## config.mk

```make
export PLATFORM = sky130hd
export DESIGN_NAME = boir_seq
export DESIGN_NICKNAME = d
export VERILOG_FILES = /design/src/hw/boir_decode.v /design/src/hw/boir_fifo.v /design/src/hw/boir_seq.v
export VERILOG_INCLUDE_DIRS = /design/src /design/src/pkg
export SDC_FILE = /design/constraint.sdc
export NUM_CORES = 1
export LEC_CHECK = 0
export BUFFER_PORTS_ARGS = -buffer_cell sky130_fd_sc_hd__buf_2
export CAP_MARGIN = 20
export CORE_AREA = 8 8 203 205
export CTS_CLUSTER_DIAMETER = 80
export CTS_CLUSTER_SIZE = 16
export DETAILED_ROUTE_END_ITERATION = 12
export DIE_AREA = 0 0 211 213
export PLACE_DENSITY_LB_ADDON = 0.25
export SKIP_LAST_GASP = 1
export SLEW_MARGIN = 20
export SYNTH_ARGS = -nofsm -noshare
export SYNTH_HDL_FRONTEND = slang
export SYNTH_HIERARCHICAL = 1
export SYNTH_SLANG_ARGS = --single-unit
```

## constraint.sdc

```tcl
create_clock -name clk_sys -period 3.3 [get_ports clk_sys]
set_clock_uncertainty 0.1 [all_clocks]
set_input_delay 0.495 -clock clk_sys [delete_from_list [all_inputs] [get_ports clk_sys]]
set_output_delay 0.495 -clock clk_sys [all_outputs]
set_load 0.005 [all_outputs]
```

## src/pkg/boir_map.vh

```
// Constants for the block output, increment and repeat sequencer
`ifndef BOIR_MAP_VH
`define BOIR_MAP_VH
`define BOIR_OP1_HI 7'h1D
`define BOIR_OP1_LO 4'h2
`define BOIR_OP2_HI 4'h0
`define BOIR_OP2_LO 4'h0
`define BOIR_SETUP_CYC 11
`define BOIR_ELEM_CYC 10
`define BOIR_IRQ_CYC 7
`define BOIR_FIFO_DEPTH 16
`define BOIR_FLAG_V 4
`endif

```

## src/hw/boir_decode.v

```verilog
// Decoder for the two-word block output encoding
`timescale 1ns/1ps
`include "boir_map.vh"
module boir_decode (
   input wire [15:0] word1,
   input wire [15:0] word2,
   output wire match,
   output wire isByte,
   output wire [3:0] srcReg,
   output wire [3:0] cntReg,
   output wire [3:0] dstReg
);
   assign match = (word1[15:9] == `BOIR_OP1_HI) && (word1[3:0] == `BOIR_OP1_LO) &&
                  (word2[15:12] == `BOIR_OP2_HI) && (word2[3:0] == `BOIR_OP2_LO); // [RULE_11]
   assign isByte = ~word1[8];
   assign srcReg = word1[7:4];
   assign cntReg = word2[11:8];
   assign dstReg = word2[7:4];
endmodule // boir_decode

```

## src/hw/boir_fifo.v

```verilog
// Parameterised FIFO with valid and ready on both sides
`timescale 1ns/1ps
module boir_fifo #(
   parameter WIDTH = 16,
   parameter DEPTH = 16,
   parameter AW = 4
) (
   input wire clk_sys,
   input wire reset,
   input wire [WIDTH-1:0] inData,
   input wire inValid,
   output wire inReady,
   output wire [WIDTH-1:0] outData,
   output wire outValid,
   input wire outReady
);
   reg [WIDTH-1:0] mem [0:DEPTH-1];
   reg [AW-1:0] wrPtr_q;
   reg [AW-1:0] rdPtr_q;
   reg [AW:0] count_q;
   wire doWr;
   wire doRd;
   localparam [AW:0] DEPTH_W = DEPTH;
   assign inReady = (count_q != DEPTH_W);
   assign outValid = (count_q != {(AW+1){1'b0}});
   assign outData = mem[rdPtr_q];
   assign doWr = inValid & inReady;
   assign doRd = outValid & outReady;
   always @(posedge clk_sys) begin
      if (doWr) begin
         mem[wrPtr_q] <= inData;
      end
      if (reset) begin
         wrPtr_q <= {AW{1'b0}};
         rdPtr_q <= {AW{1'b0}};
         count_q <= {(AW+1){1'b0}};
      end else begin
         if (doWr) begin
            wrPtr_q <= wrPtr_q + 1'b1;
         end
         if (doRd) begin
            rdPtr_q <= rdPtr_q + 1'b1;
         end
         count_q <= count_q + {{AW{1'b0}}, doWr} - {{AW{1'b0}}, doRd};
      end
   end
endmodule // boir_fifo

```

## src/hw/boir_seq.v

```verilog
// Sequencer for the repeating block output instruction
// ==========================================================
// How it works
// [RULE_01] Read memory at source, write to port
// [RULE_02] Port address 16 bits, fixed whole transfer
// [RULE_03] Source pointer plus one byte, two word
// [RULE_04] Counter minus one, repeat until zero
// [RULE_05] Software loads count within legal range
// [RULE_06] Eleven cycles plus ten per element
// [RULE_07] Executes only in privileged state
// [RULE_08] Interrupt accepted after each element; the code does not sample irqReq after the last element
// [RULE_09] Save instruction start PC before interrupt
// [RULE_10] Seven extra cycles per accepted interrupt
// [RULE_11] Two-word encoding decoded
// [RULE_12] Overflow set, other flags kept
// [RULE_13] Unprivileged fetch traps, no transfer
`timescale 1ns/1ps
`include "boir_map.vh"
module boir_seq #(
   parameter FIFO_DEPTH = `BOIR_FIFO_DEPTH
) (
   input wire clk_sys,
   input wire reset,
   // Instruction issue
   input wire start,
   input wire [15:0] instWord1,
   input wire [15:0] instWord2,
   input wire [15:0] instPc,
   input wire privMode,
   input wire [7:0] flagsIn,
   // Register file read values
   input wire [15:0] srcValue,
   input wire [15:0] cntValue,
   input wire [15:0] dstValue,
   // Memory read
   input wire memAck,
   input wire [15:0] memRdData,
   // I/O write
   input wire ioAck,
   // Interrupt
   input wire irqReq,
   output reg busy,
   output reg done,
   output reg trap,
   output reg illegal,
   output reg [3:0] srcSel,
   output reg [3:0] cntSel,
   output reg [3:0] dstSel,
   output reg regWe,
   output reg [3:0] regWrSel,
   output reg [15:0] regWrData,
   output reg memRd,
   output reg [15:0] memAddr,
   output reg memByte,
   output reg ioWr,
   output reg [15:0] ioAddr,
   output reg [15:0] ioData,
   output reg ioByte,
   output reg irqTake,
   output reg [15:0] savedPc,
   output reg flagsWe,
   output reg [7:0] flagsOut
);
   // ==========================================================
   // State codes and timing loads
   localparam S_IDLE = 3'd0;
   localparam S_SETUP = 3'd1;
   localparam S_ELEM = 3'd2;
   localparam S_IRQ = 3'd3;
   localparam S_FINISH = 3'd4;
   localparam FIFO_AW = 4;
   localparam [5:0] SETUP_CYC = `BOIR_SETUP_CYC;
   localparam [5:0] ELEM_CYC = `BOIR_ELEM_CYC;
   localparam [5:0] IRQ_CYC = `BOIR_IRQ_CYC;
   // Start cycle counts as the first setup cycle
   localparam [5:0] SETUP_LOAD = SETUP_CYC - 6'd2;

   // ==========================================================
   // Registers and wires
   wire decMatch;
   wire decByte;
   wire [3:0] decSrc;
   wire [3:0] decCnt;
   wire [3:0] decDst;
   reg [2:0] state_q;
   reg [5:0] tick_q;
   reg [15:0] src_q;
   reg [15:0] cnt_q;
   reg [15:0] port_q;
   reg byte_q;
   reg [15:0] pc_q;
   reg memPend_q;
   reg elemRead_q;
   reg elemSent_q;
   reg fifoSent_q;
   wire fifoInReady;
   wire fifoOutValid;
   wire [15:0] fifoOutData;
   wire fifoPush;
   wire fifoPop;
   wire [15:0] cntNext;
   wire [15:0] srcStep;
   wire [15:0] srcNext;
   wire lastElem;
   wire [7:0] flagsDone;

   // ==========================================================
   // Instruction decode
   boir_decode u_decode (
      .word1(instWord1),
      .word2(instWord2),
      .match(decMatch),
      .isByte(decByte),
      .srcReg(decSrc),
      .cntReg(decCnt),
      .dstReg(decDst)
   );

   // ==========================================================
   // Data path buffer between memory read and port write
   // One element in flight; spare depth is headroom
   assign fifoPush = memRd & memAck & fifoInReady;
   assign fifoPop = ioWr & ioAck;
   boir_fifo #(
      .WIDTH(16),
      .DEPTH(FIFO_DEPTH),
      .AW(FIFO_AW)
   ) u_fifo (
      .clk_sys(clk_sys),
      .reset(reset),
      .inData(memRdData),
      .inValid(memRd & memAck),
      .inReady(fifoInReady),
      .outData(fifoOutData),
      .outValid(fifoOutValid),
      .outReady(fifoPop)
   );

   // ==========================================================
   // Per-element arithmetic
   assign cntNext = cnt_q - 16'h0001;
   assign srcStep = byte_q ? 16'h0001 : 16'h0002;
   assign srcNext = src_q + srcStep;
   assign lastElem = (cntNext == 16'h0000);
   assign flagsDone = flagsIn | (8'h01 << `BOIR_FLAG_V);


   // ==========================================================
   // Sequencer
   // Idle, setup, elements, then finish or interrupt tail
   always @(posedge clk_sys) begin
      if (reset) begin
         state_q <= S_IDLE;
         tick_q <= 6'h00;
         src_q <= 16'h0000;
         cnt_q <= 16'h0000;
         port_q <= 16'h0000;
         byte_q <= 1'b0;
         pc_q <= 16'h0000;
         memPend_q <= 1'b0;
         elemRead_q <= 1'b0;
         elemSent_q <= 1'b0;
         fifoSent_q <= 1'b0;
         busy <= 1'b0;
         done <= 1'b0;
         trap <= 1'b0;
         illegal <= 1'b0;
         srcSel <= 4'h0;
         cntSel <= 4'h0;
         dstSel <= 4'h0;
         regWe <= 1'b0;
         regWrSel <= 4'h0;
         regWrData <= 16'h0000;
         memRd <= 1'b0;
         memAddr <= 16'h0000;
         memByte <= 1'b0;
         ioWr <= 1'b0;
         ioAddr <= 16'h0000;
         ioData <= 16'h0000;
         ioByte <= 1'b0;
         irqTake <= 1'b0;
         savedPc <= 16'h0000;
         flagsWe <= 1'b0;
         flagsOut <= 8'h00;
      end else begin
         done <= 1'b0;
         trap <= 1'b0;
         illegal <= 1'b0;
         regWe <= 1'b0;
         irqTake <= 1'b0;
         flagsWe <= 1'b0;
         if (fifoPush) begin
            memRd <= 1'b0;
            elemRead_q <= 1'b1;
         end
         if (fifoPop) begin
            ioWr <= 1'b0;
            elemSent_q <= 1'b1;
         end
         case (state_q)
            S_IDLE: begin
               busy <= 1'b0;
               if (start) begin
                  srcSel <= decSrc;
                  cntSel <= decCnt;
                  dstSel <= decDst;
                  if (!decMatch) begin
                     illegal <= 1'b1;
                  end else if (!privMode) begin
                     trap <= 1'b1; // [RULE_07] [RULE_13]
                  end else begin
                     busy <= 1'b1;
                     byte_q <= decByte;
                     pc_q <= instPc;
                     tick_q <= SETUP_LOAD; // [RULE_06]
                     state_q <= S_SETUP;
                  end
               end
            end
            S_SETUP: begin
               // Operands latched from the register file once selects settle
               if (tick_q == 6'd1) begin
                  src_q <= srcValue;
                  cnt_q <= cntValue; // [RULE_05]
                  port_q <= dstValue; // [RULE_02]
               end
               if (tick_q == 6'd0) begin
                  state_q <= S_ELEM;
                  tick_q <= ELEM_CYC - 6'd1;
                  memRd <= 1'b1; // [RULE_01]
                  memAddr <= src_q;
                  memByte <= byte_q;
                  elemRead_q <= 1'b0;
                  elemSent_q <= 1'b0;
                  fifoSent_q <= 1'b0;
               end else begin
                  tick_q <= tick_q - 6'd1;
               end
            end
            S_ELEM: begin
               if (elemRead_q && fifoOutValid && !fifoSent_q) begin
                  ioWr <= 1'b1; // [RULE_01]
                  ioAddr <= port_q; // [RULE_02]
                  ioData <= fifoOutData;
                  ioByte <= byte_q;
                  fifoSent_q <= 1'b1;
               end
               if (tick_q != 6'd0) begin
                  tick_q <= tick_q - 6'd1;
               end else if (elemSent_q) begin
                  // Element cost is ten cycles unless the buses stall
                  src_q <= srcNext; // [RULE_03]
                  cnt_q <= cntNext; // [RULE_04]
                  regWe <= 1'b1;
                  regWrSel <= cntSel;
                  regWrData <= cntNext;
                  if (lastElem) begin
                     state_q <= S_FINISH; // [RULE_04] [RULE_06]
                  end else if (irqReq) begin
                     savedPc <= pc_q; // [RULE_09]
                     // Tail runs one cycle past its count, like the finish cycle
                     tick_q <= IRQ_CYC; // [RULE_10]
                     state_q <= S_IRQ; // [RULE_08]
                  end else begin
                     tick_q <= ELEM_CYC - 6'd1;
                     memRd <= 1'b1;
                     memAddr <= srcNext;
                     elemRead_q <= 1'b0;
                     elemSent_q <= 1'b0;
                     fifoSent_q <= 1'b0;
                  end
               end
            end
            S_IRQ: begin
               // Source pointer written back so the restart resumes here
               if (tick_q == IRQ_CYC) begin
                  regWe <= 1'b1;
                  regWrSel <= srcSel; // [RULE_09]
                  regWrData <= src_q;
               end
               if (tick_q == 6'd0) begin
                  irqTake <= 1'b1; // [RULE_08]
                  busy <= 1'b0;
                  state_q <= S_IDLE;
               end else begin
                  tick_q <= tick_q - 6'd1;
               end
            end
            S_FINISH: begin
               // Source pointer written back once at the end
               regWe <= 1'b1;
               regWrSel <= srcSel;
               regWrData <= src_q;
               flagsWe <= 1'b1;
               flagsOut <= flagsDone; // [RULE_12]
               done <= 1'b1;
               busy <= 1'b0;
               state_q <= S_IDLE;
            end
            default: begin
               state_q <= S_IDLE;
            end
         endcase
      end
   end
endmodule // boir_seq

```

==> results of run 1 <==
## path summary, 6_finish.rpt
check / endpoint / cells after the start
max: memAddr[3]$_SDFFE_PP0P_ / 9
min: trap$_SDFF_PP0_ / 2
max reg2reg: memAddr[3]$_SDFFE_PP0P_ / 9
min reg2reg: ioData[8]$_SDFFE_PP0P_ / 2
## report_power, final
part,internal (mW),switching (mW)
Sequential,6.10,0.0210
Combinational,0.145,0.245
Clock,2.22,1.99
Total,8.46,2.25
## worst register-to-register path: stages, from the launching register on
cell	delay (ns)
dfxtp_1	0.37
inv_1	0.09
ha_1	0.17
or4b_1	0.59
nor2_1	0.25
nand4b_1	0.18
a311o_1	0.52
o21ai_4	0.22
buf_12	0.19
mux2_2	0.36
## routing by layer
metal  track usage [%]  up-vias  share of wire (%)
met4              6.06        6                2.5
met2              35.7      456                 49
met3              3.65       86                7.0
li1                  -     6352                  -
met1              27.4     6600                 42
met5                 0        -              0.086
## layout make-up
class                   instances  area, µm²
fillers                      3127      15600
flip-flops and latches        464      11900
multi-input cells            1025       7090
repair buffers                295       1680
clock buffers                  53       1010
well taps                     518        648
inverters                      25       93.8
clock inverters                 6       77.6
diodes                          1       2.50
## cells in the mapped netlist (10+ instances only)
| cell type | n | area share, % |
|---|---|---|
| nand3_1 | 25 | 0.64 |
| mux2i_1 | 27 | 1.4 |
| clkbuf_1 | 89 | 1.7 |
| inv_1 | 25 | 0.48 |
| ha_1 | 19 | 1.2 |
| nand2b_1 | 37 | 1.2 |
| xor2_1 | 16 | 0.72 |
| nor3_1 | 24 | 0.61 |
| nor2_1 | 105 | 2.0 |
| buf_4 | 16 | 0.61 |
| mux2_2 | 12 | 0.69 |
| o21ai_0 | 38 | 0.97 |
| nor4_1 | 16 | 0.51 |
| a211oi_1 | 19 | 0.73 |
| nand2_1 | 257 | 4.9 |
| mux4_2 | 54 | 6.2 |
| dfxtp_1 | 208 | 21 |
| edfxtp_1 | 256 | 39 |
| and2_1 | 16 | 0.51 |
| a22oi_1 | 38 | 1.5 |
| nor2b_1 | 26 | 0.83 |
| mux4_1 | 10 | 1.3 |
| a21oi_1 | 150 | 3.8 |
| a211o_1 | 12 | 0.54 |
| xnor2_1 | 14 | 0.63 |
## registers in the layout, summed over array words and instances, names as in the netlist, 8 cells and up, named ones only
signal,count
ioData,16
memAddr,16
cnt_q,16
ioAddr,16
src_q,16
flagsOut,8
pc_q,16
savedPc,16
u_fifo/mem,256
regWrData,16
port_q,16
## metrics by stage
| stage | total power, mW | std cells | utilization (%) | area [µm²] | setup slack, ns |
|---|---|---|---|---|---|
| floorplan | 6.44 | 1634 | - | 19500 | 0.208 |
| global placement | 6.63 | 2327 | 56.1 | 21400 | 0.272 |
| detailed placement | 6.64 | 2327 | 56.1 | 21400 | 0.190 |
| CTS | 10.8 | 2386 | 58.9 | 22500 | 0.169 |
| global route | 11.0 | 2386 | 58.9 | 22500 | 0.0364 |
| finish | 10.7 | 2387 | 58.9 | 22500 | 0.173 |
## cell usage in the layout, fill, tap and decap left out, types with 14 or more instances in the layout
cell type	netlist	routed
nor3_1	24	23
inv_1	25	25
mux4_2	54	54
clkbuf_16	0	38
ha_1	19	19
a22oi_1	38	38
buf_4	16	50
and2_1	16	16
xor2_1	16	16
xnor2_1	14	14
mux2i_1	27	27
clkbuf_1	89	15
edfxtp_1	256	256
a211oi_1	19	19
buf_2	2	239
dfxtp_1	208	206
nand2b_1	37	37
nor2b_1	26	26
nand3_1	25	25
nor2_1	105	105
nand2_1	257	257
o21ai_0	38	38
a21oi_1	150	149
## kinds of logic after synthesis
| logic type | after synthesis | share of synthesized area [%] |
|---|---|---|
| flip-flops | 464 | 60.6 |
| adder cells (fa/ha/maj) | 21 | 1.42 |
| AO/OA/AOI/OAI | 302 | 9.46 |
| buffers and inverters | 145 | 3.39 |
| multiplexers | 111 | 10.3 |
| XOR/XNOR | 30 | 1.34 |
| AND/OR/NAND/NOR | 561 | 13.5 |
==> impl_metrics.env, run 1 <==
export IMPL_hold_ws_ns=0.0642
export IMPL_nNetsFinal=1995
export IMPL_numPortBuffers=240
export IMPL_power_density_nw_per_um2=477
export IMPL_async_flop_share_pct=0
export IMPL_worstPathBufferInverterCount=2
export IMPL_maxCapViolCount=0
export IMPL_die_w_um=211
export IMPL_ios=242
export IMPL_worst_pin_slew_ns=0.975
export IMPL_ir_drop_mv=0.424
export IMPL_post_cts_setup_buffers=0
export IMPL_grt_overflow=0
export IMPL_syn_num_nets=1782
export IMPL_syn_to_final_growth_pct=14.9
export IMPL_cts_root_buffer="clkbuf_16"
export IMPL_status="finished clean"
export IMPL_path_class="reg -> reg"
export IMPL_r2r_setup_slack_ns=0.17
export IMPL_grt_pass1_vias=13000
export IMPL_synth_edf_count=256
export IMPL_ys_flop_type="edfxtp_1"
export IMPL_grt_pass1_wl_um=74200
export IMPL_num_vias=13500
export IMPL_fmax_ghz=0.320
export IMPL_arrival_ns=3.46
export IMPL_syn_avg_cell_area_um2=12.0
export IMPL_tritoncts="built"
export IMPL_cpPeakStageDelay_ns=0.59
export IMPL_cts_resized_gates=0
export IMPL_synth_seq_cells=464
export IMPL_synth_warnings=6
export IMPL_via_per_inst=5.66
export IMPL_max_slew_margin_pct=35.0
export IMPL_critPathTopFamily="simple AND/OR/NAND/NOR gates"
export IMPL_clock_sinks=464
export IMPL_hp_start="privMode"
export IMPL_ys_types=68
export IMPL_drt_pre_antenna_iters=5
export IMPL_p_leak_nw=8.10
export IMPL_h_tree_depth=2
export IMPL_start_util_pct=51.3
export IMPL_die_h_um=213
export IMPL_numCtsBuffers=36
export IMPL_setup_tns_ns=0
export IMPL_crit_slowest_cell="or4b_1"
export IMPL_post_route_period_util_pct=94.8
export IMPL_rsz0062_at_grt="false"
export IMPL_die_area_um2=44900
export IMPL_drc_errors=0
export IMPL_hold_path_class="in -> reg"
export IMPL_slew_violations=0
export IMPL_netlist_instances=1634
export IMPL_crit_fanout=17
export IMPL_start_kind="register"
export IMPL_cts_hold_buf=0
export IMPL_cts_buffer_depth=3
export IMPL_grt_max_degree=107
export IMPL_hpwl_um=31600
export IMPL_r2r_start="cnt_q[0]$_SDFFE_PP0P_"
export IMPL_antenna_found_initial=3
export IMPL_clk_pin_slew_worst_paths_ns=0.07
export IMPL_worstPathCellList="inv_1 -> ha_1 -> or4b_1 -> nor2_1 -> nand4b_1 -> a311o_1 -> o21ai_4 -> buf_12 -> mux2_2"
export IMPL_drive_gt1_share_pct=23.6
export IMPL_place_gp_congestion=0.896
export IMPL_critPathRequiredTime_ns=3.64
export IMPL_routed_wl_um=48600
export IMPL_finalHoldViolations=0
export IMPL_rows=72
export IMPL_grt_usage_pct=21.0
export IMPL_yosysSeqAreaShare_pct=60.6
export IMPL_end_kind="register"
export IMPL_core_region_area_um2=38100
export IMPL_ant_nets=0
export IMPL_setup_viol=0
export IMPL_clk_latency_ns=0.55
export IMPL_final_min_clock_period_ns=3.13
export IMPL_drt_iter0_drc=996
export IMPL_avgRoutedWirePerCell_um=20.4
export IMPL_startpoint="cnt_q[0]$_SDFFE_PP0P_"
export IMPL_synth_area_um2=19500
Note: power is estimated with default switching activity, not from simulation.
==> run 2, diff against run 1 <==
Settings changed: CORE_AREA 8 8 203 205 to 8 8 231 233, DIE_AREA 0 0 211 213 to 0 0 239 241.
==> run 2 against run 1 <==
Net effect:
- sequential power about the same
- critical endpoint is now memAddr[15]$_SDFFE_PP0P_
- largest cell class unchanged
- routed wire length grew 3.2%
- hold slack improved by 0.00090 ns
- critical path depth did not move
- sequential share of layout area fell by 0.69 points
- via count fell by 0.40%
- clock power is 6.2% higher
- die area grew 28%
- cell area rose by 1.3%
==> impl_metrics.env, run 2 (synthesis gave the netlist of run 1 again) <==
export IMPL_path_class="reg -> reg"
export IMPL_ant_nets=0
export IMPL_start_kind="register"
export IMPL_clk_latency_ns=0.56
export IMPL_met3_usage_pct=3.68
export IMPL_core_region_area_um2=49700
export IMPL_grtUsageMet1_pct=21.7
export IMPL_worstPathBufferInverterCount=2
export IMPL_drive_gt1_share_pct=23.9
export IMPL_final_cells=2551
export IMPL_gr_max_usage_layer="met2"
export IMPL_placed_cells=2483
export IMPL_grt_pass1_vias=13200
export IMPL_p_leak_nw=8.14
export IMPL_die_h_um=241
export IMPL_multi_input_area_um2=7090
export IMPL_drt_iter0_drc=955
export IMPL_setup_tns_ns=0
export IMPL_grt_max_degree=86
export IMPL_syn_to_final_growth_pct=16.4
export IMPL_grt_usage_pct=16.9
export IMPL_grt_pass1_wl_um=76400
export IMPL_slew_violations=0
export IMPL_die_area_um2=57600
export IMPL_cpPeakStageDelay_ns=0.58
export IMPL_numPortBuffers=240
export IMPL_nNetsFinal=2000
export IMPL_cts_root_buffer="clkbuf_16"
export IMPL_post_cts_setup_buffers=0
export IMPL_rsz0062_at_grt="false"
export IMPL_avgRoutedWirePerCell_um=19.7
export IMPL_final_common_cell="nand2_1"
export IMPL_start_util_pct=39.4
export IMPL_largest_reg_flops=256
export IMPL_hpwl_um=33000
export IMPL_power_density_nw_per_um2=482
export IMPL_setup_viol=0
export IMPL_post_route_period_util_pct=94.2
export IMPL_arrival_ns=3.46
export IMPL_fillers=4637
export IMPL_maxCapViolCount=0
export IMPL_crit_slowest_cell="or4b_1"
export IMPL_via_per_inst=5.27
export IMPL_crit_fanout=17
export IMPL_place_gp_congestion=0.886
export IMPL_status="finished clean"
export IMPL_numCtsBuffers=38
export IMPL_worst_pin_slew_ns=0.977
export IMPL_clock_sinks=464
export IMPL_drt_pre_antenna_iters=5
export IMPL_end_kind="register"
export IMPL_max_slew_margin_pct=34.8
export IMPL_hold_path_class="in -> reg"
export IMPL_rows=82
export IMPL_drc_errors=0
export IMPL_die_w_um=239
export IMPL_antenna_found_initial=2
export IMPL_critPathTopFamily="simple AND/OR/NAND/NOR gates"
export IMPL_grt_overflow=0
export IMPL_final_min_clock_period_ns=3.11
export IMPL_clk_pin_slew_worst_paths_ns=0.07
export IMPL_routed_wl_um=50200
export IMPL_cts_buffer_depth=3
export IMPL_critPathRequiredTime_ns=3.65
export IMPL_regArea_um2=11900
export IMPL_h_tree_depth=2
export IMPL_fmax_ghz=0.322
export IMPL_final_cell_mix="nand2_1 (257), edfxtp_1 (256), buf_2 (239)"
export IMPL_ios=242
export IMPL_tritoncts="built"
export IMPL_final_core_util_pct=45.8
export IMPL_ir_drop_mv=0.431
export IMPL_largest_register="u_fifo/mem"
export IMPL_worstPathCellList="inv_1 -> ha_1 -> or4b_1 -> nor2_1 -> nand4b_1 -> a311o_1 -> o21ai_4 -> buf_12 -> mux2_2"
export IMPL_use_met2_pct=28.8
export IMPL_num_vias=13400
export IMPL_finalHoldViolations=0
-- run 2: report_power, final --
part	total [mW]	switching [mW]	leakage [nW]	internal, mW
logic	0.391	0.249	3.60	0.142
clock network	4.46	2.13	0.560	2.33
registers	6.12	0.0210	3.98	6.10
-- run 2: what timing repair did --
item,4_1_cts,5_1_grt
gates resized for setup,0,0
endpoints found under the hold margin,1,0
endpoints found under the setup margin,0,0
hold buffers,1,0
-- run 2: final cells by class --
class,count,area share (%)
flip-flops and latches,464,52.1
multi-input cells,1025,31.2
repair buffers,298,7.45
clock buffers,55,4.60
well taps,672,3.69
clock inverters,11,0.577
inverters,25,0.412
diodes,1,0.0110
-- run 2: final timing paths --
path / startpoint / end / slack [ns] / cells past startpoint
worst min-delay path: flagsIn[6] / flagsOut[6]$_SDFFE_PP0P_ / 0.07 / 3
worst min register to register: port_q[7]$_SDFFE_PP0P_ / ioAddr[7]$_SDFFE_PP0P_ / 0.35 / 2
worst max register to register: cnt_q[0]$_SDFFE_PP0P_ / memAddr[15]$_SDFFE_PP0P_ / 0.19 / 9
worst max-delay path: cnt_q[0]$_SDFFE_PP0P_ / memAddr[15]$_SDFFE_PP0P_ / 0.19 / 9
-- run 2: through the flow --
| stage | setup slack [ns] | power (mW) | area, µm² | hold WS, ns |
|---|---|---|---|---|
| after floorplan | 0.208 | 6.44 | 19500 | 0.332 |
| final | 0.193 | 11.0 | 22800 | 0.0651 |
| after global routing | 0.0120 | 11.4 | 22800 | 0.0394 |
| after global placement | 0.254 | 6.63 | 21600 | 0.335 |
| after CTS | 0.185 | 11.1 | 22800 | 0.0161 |
| after detailed placement | 0.205 | 6.64 | 21600 | 0.342 |
-- run 2: worst min-delay path, cell delays in order --
cell and delay, ns:
buf_2 0.09, nand2_1 0.04, a21oi_1 0.05
-- run 2: per-layer routing --
metal / vias up / share of wire (%) / wire length (µm)
met2: 405 / 48 / 24100
met3: 64 / 6.9 / 3450
li1: 6365 / - / -
met4: 2 / 2.1 / 1040
met5: - / 0.022 / 11
met1: 6610 / 43 / 21600
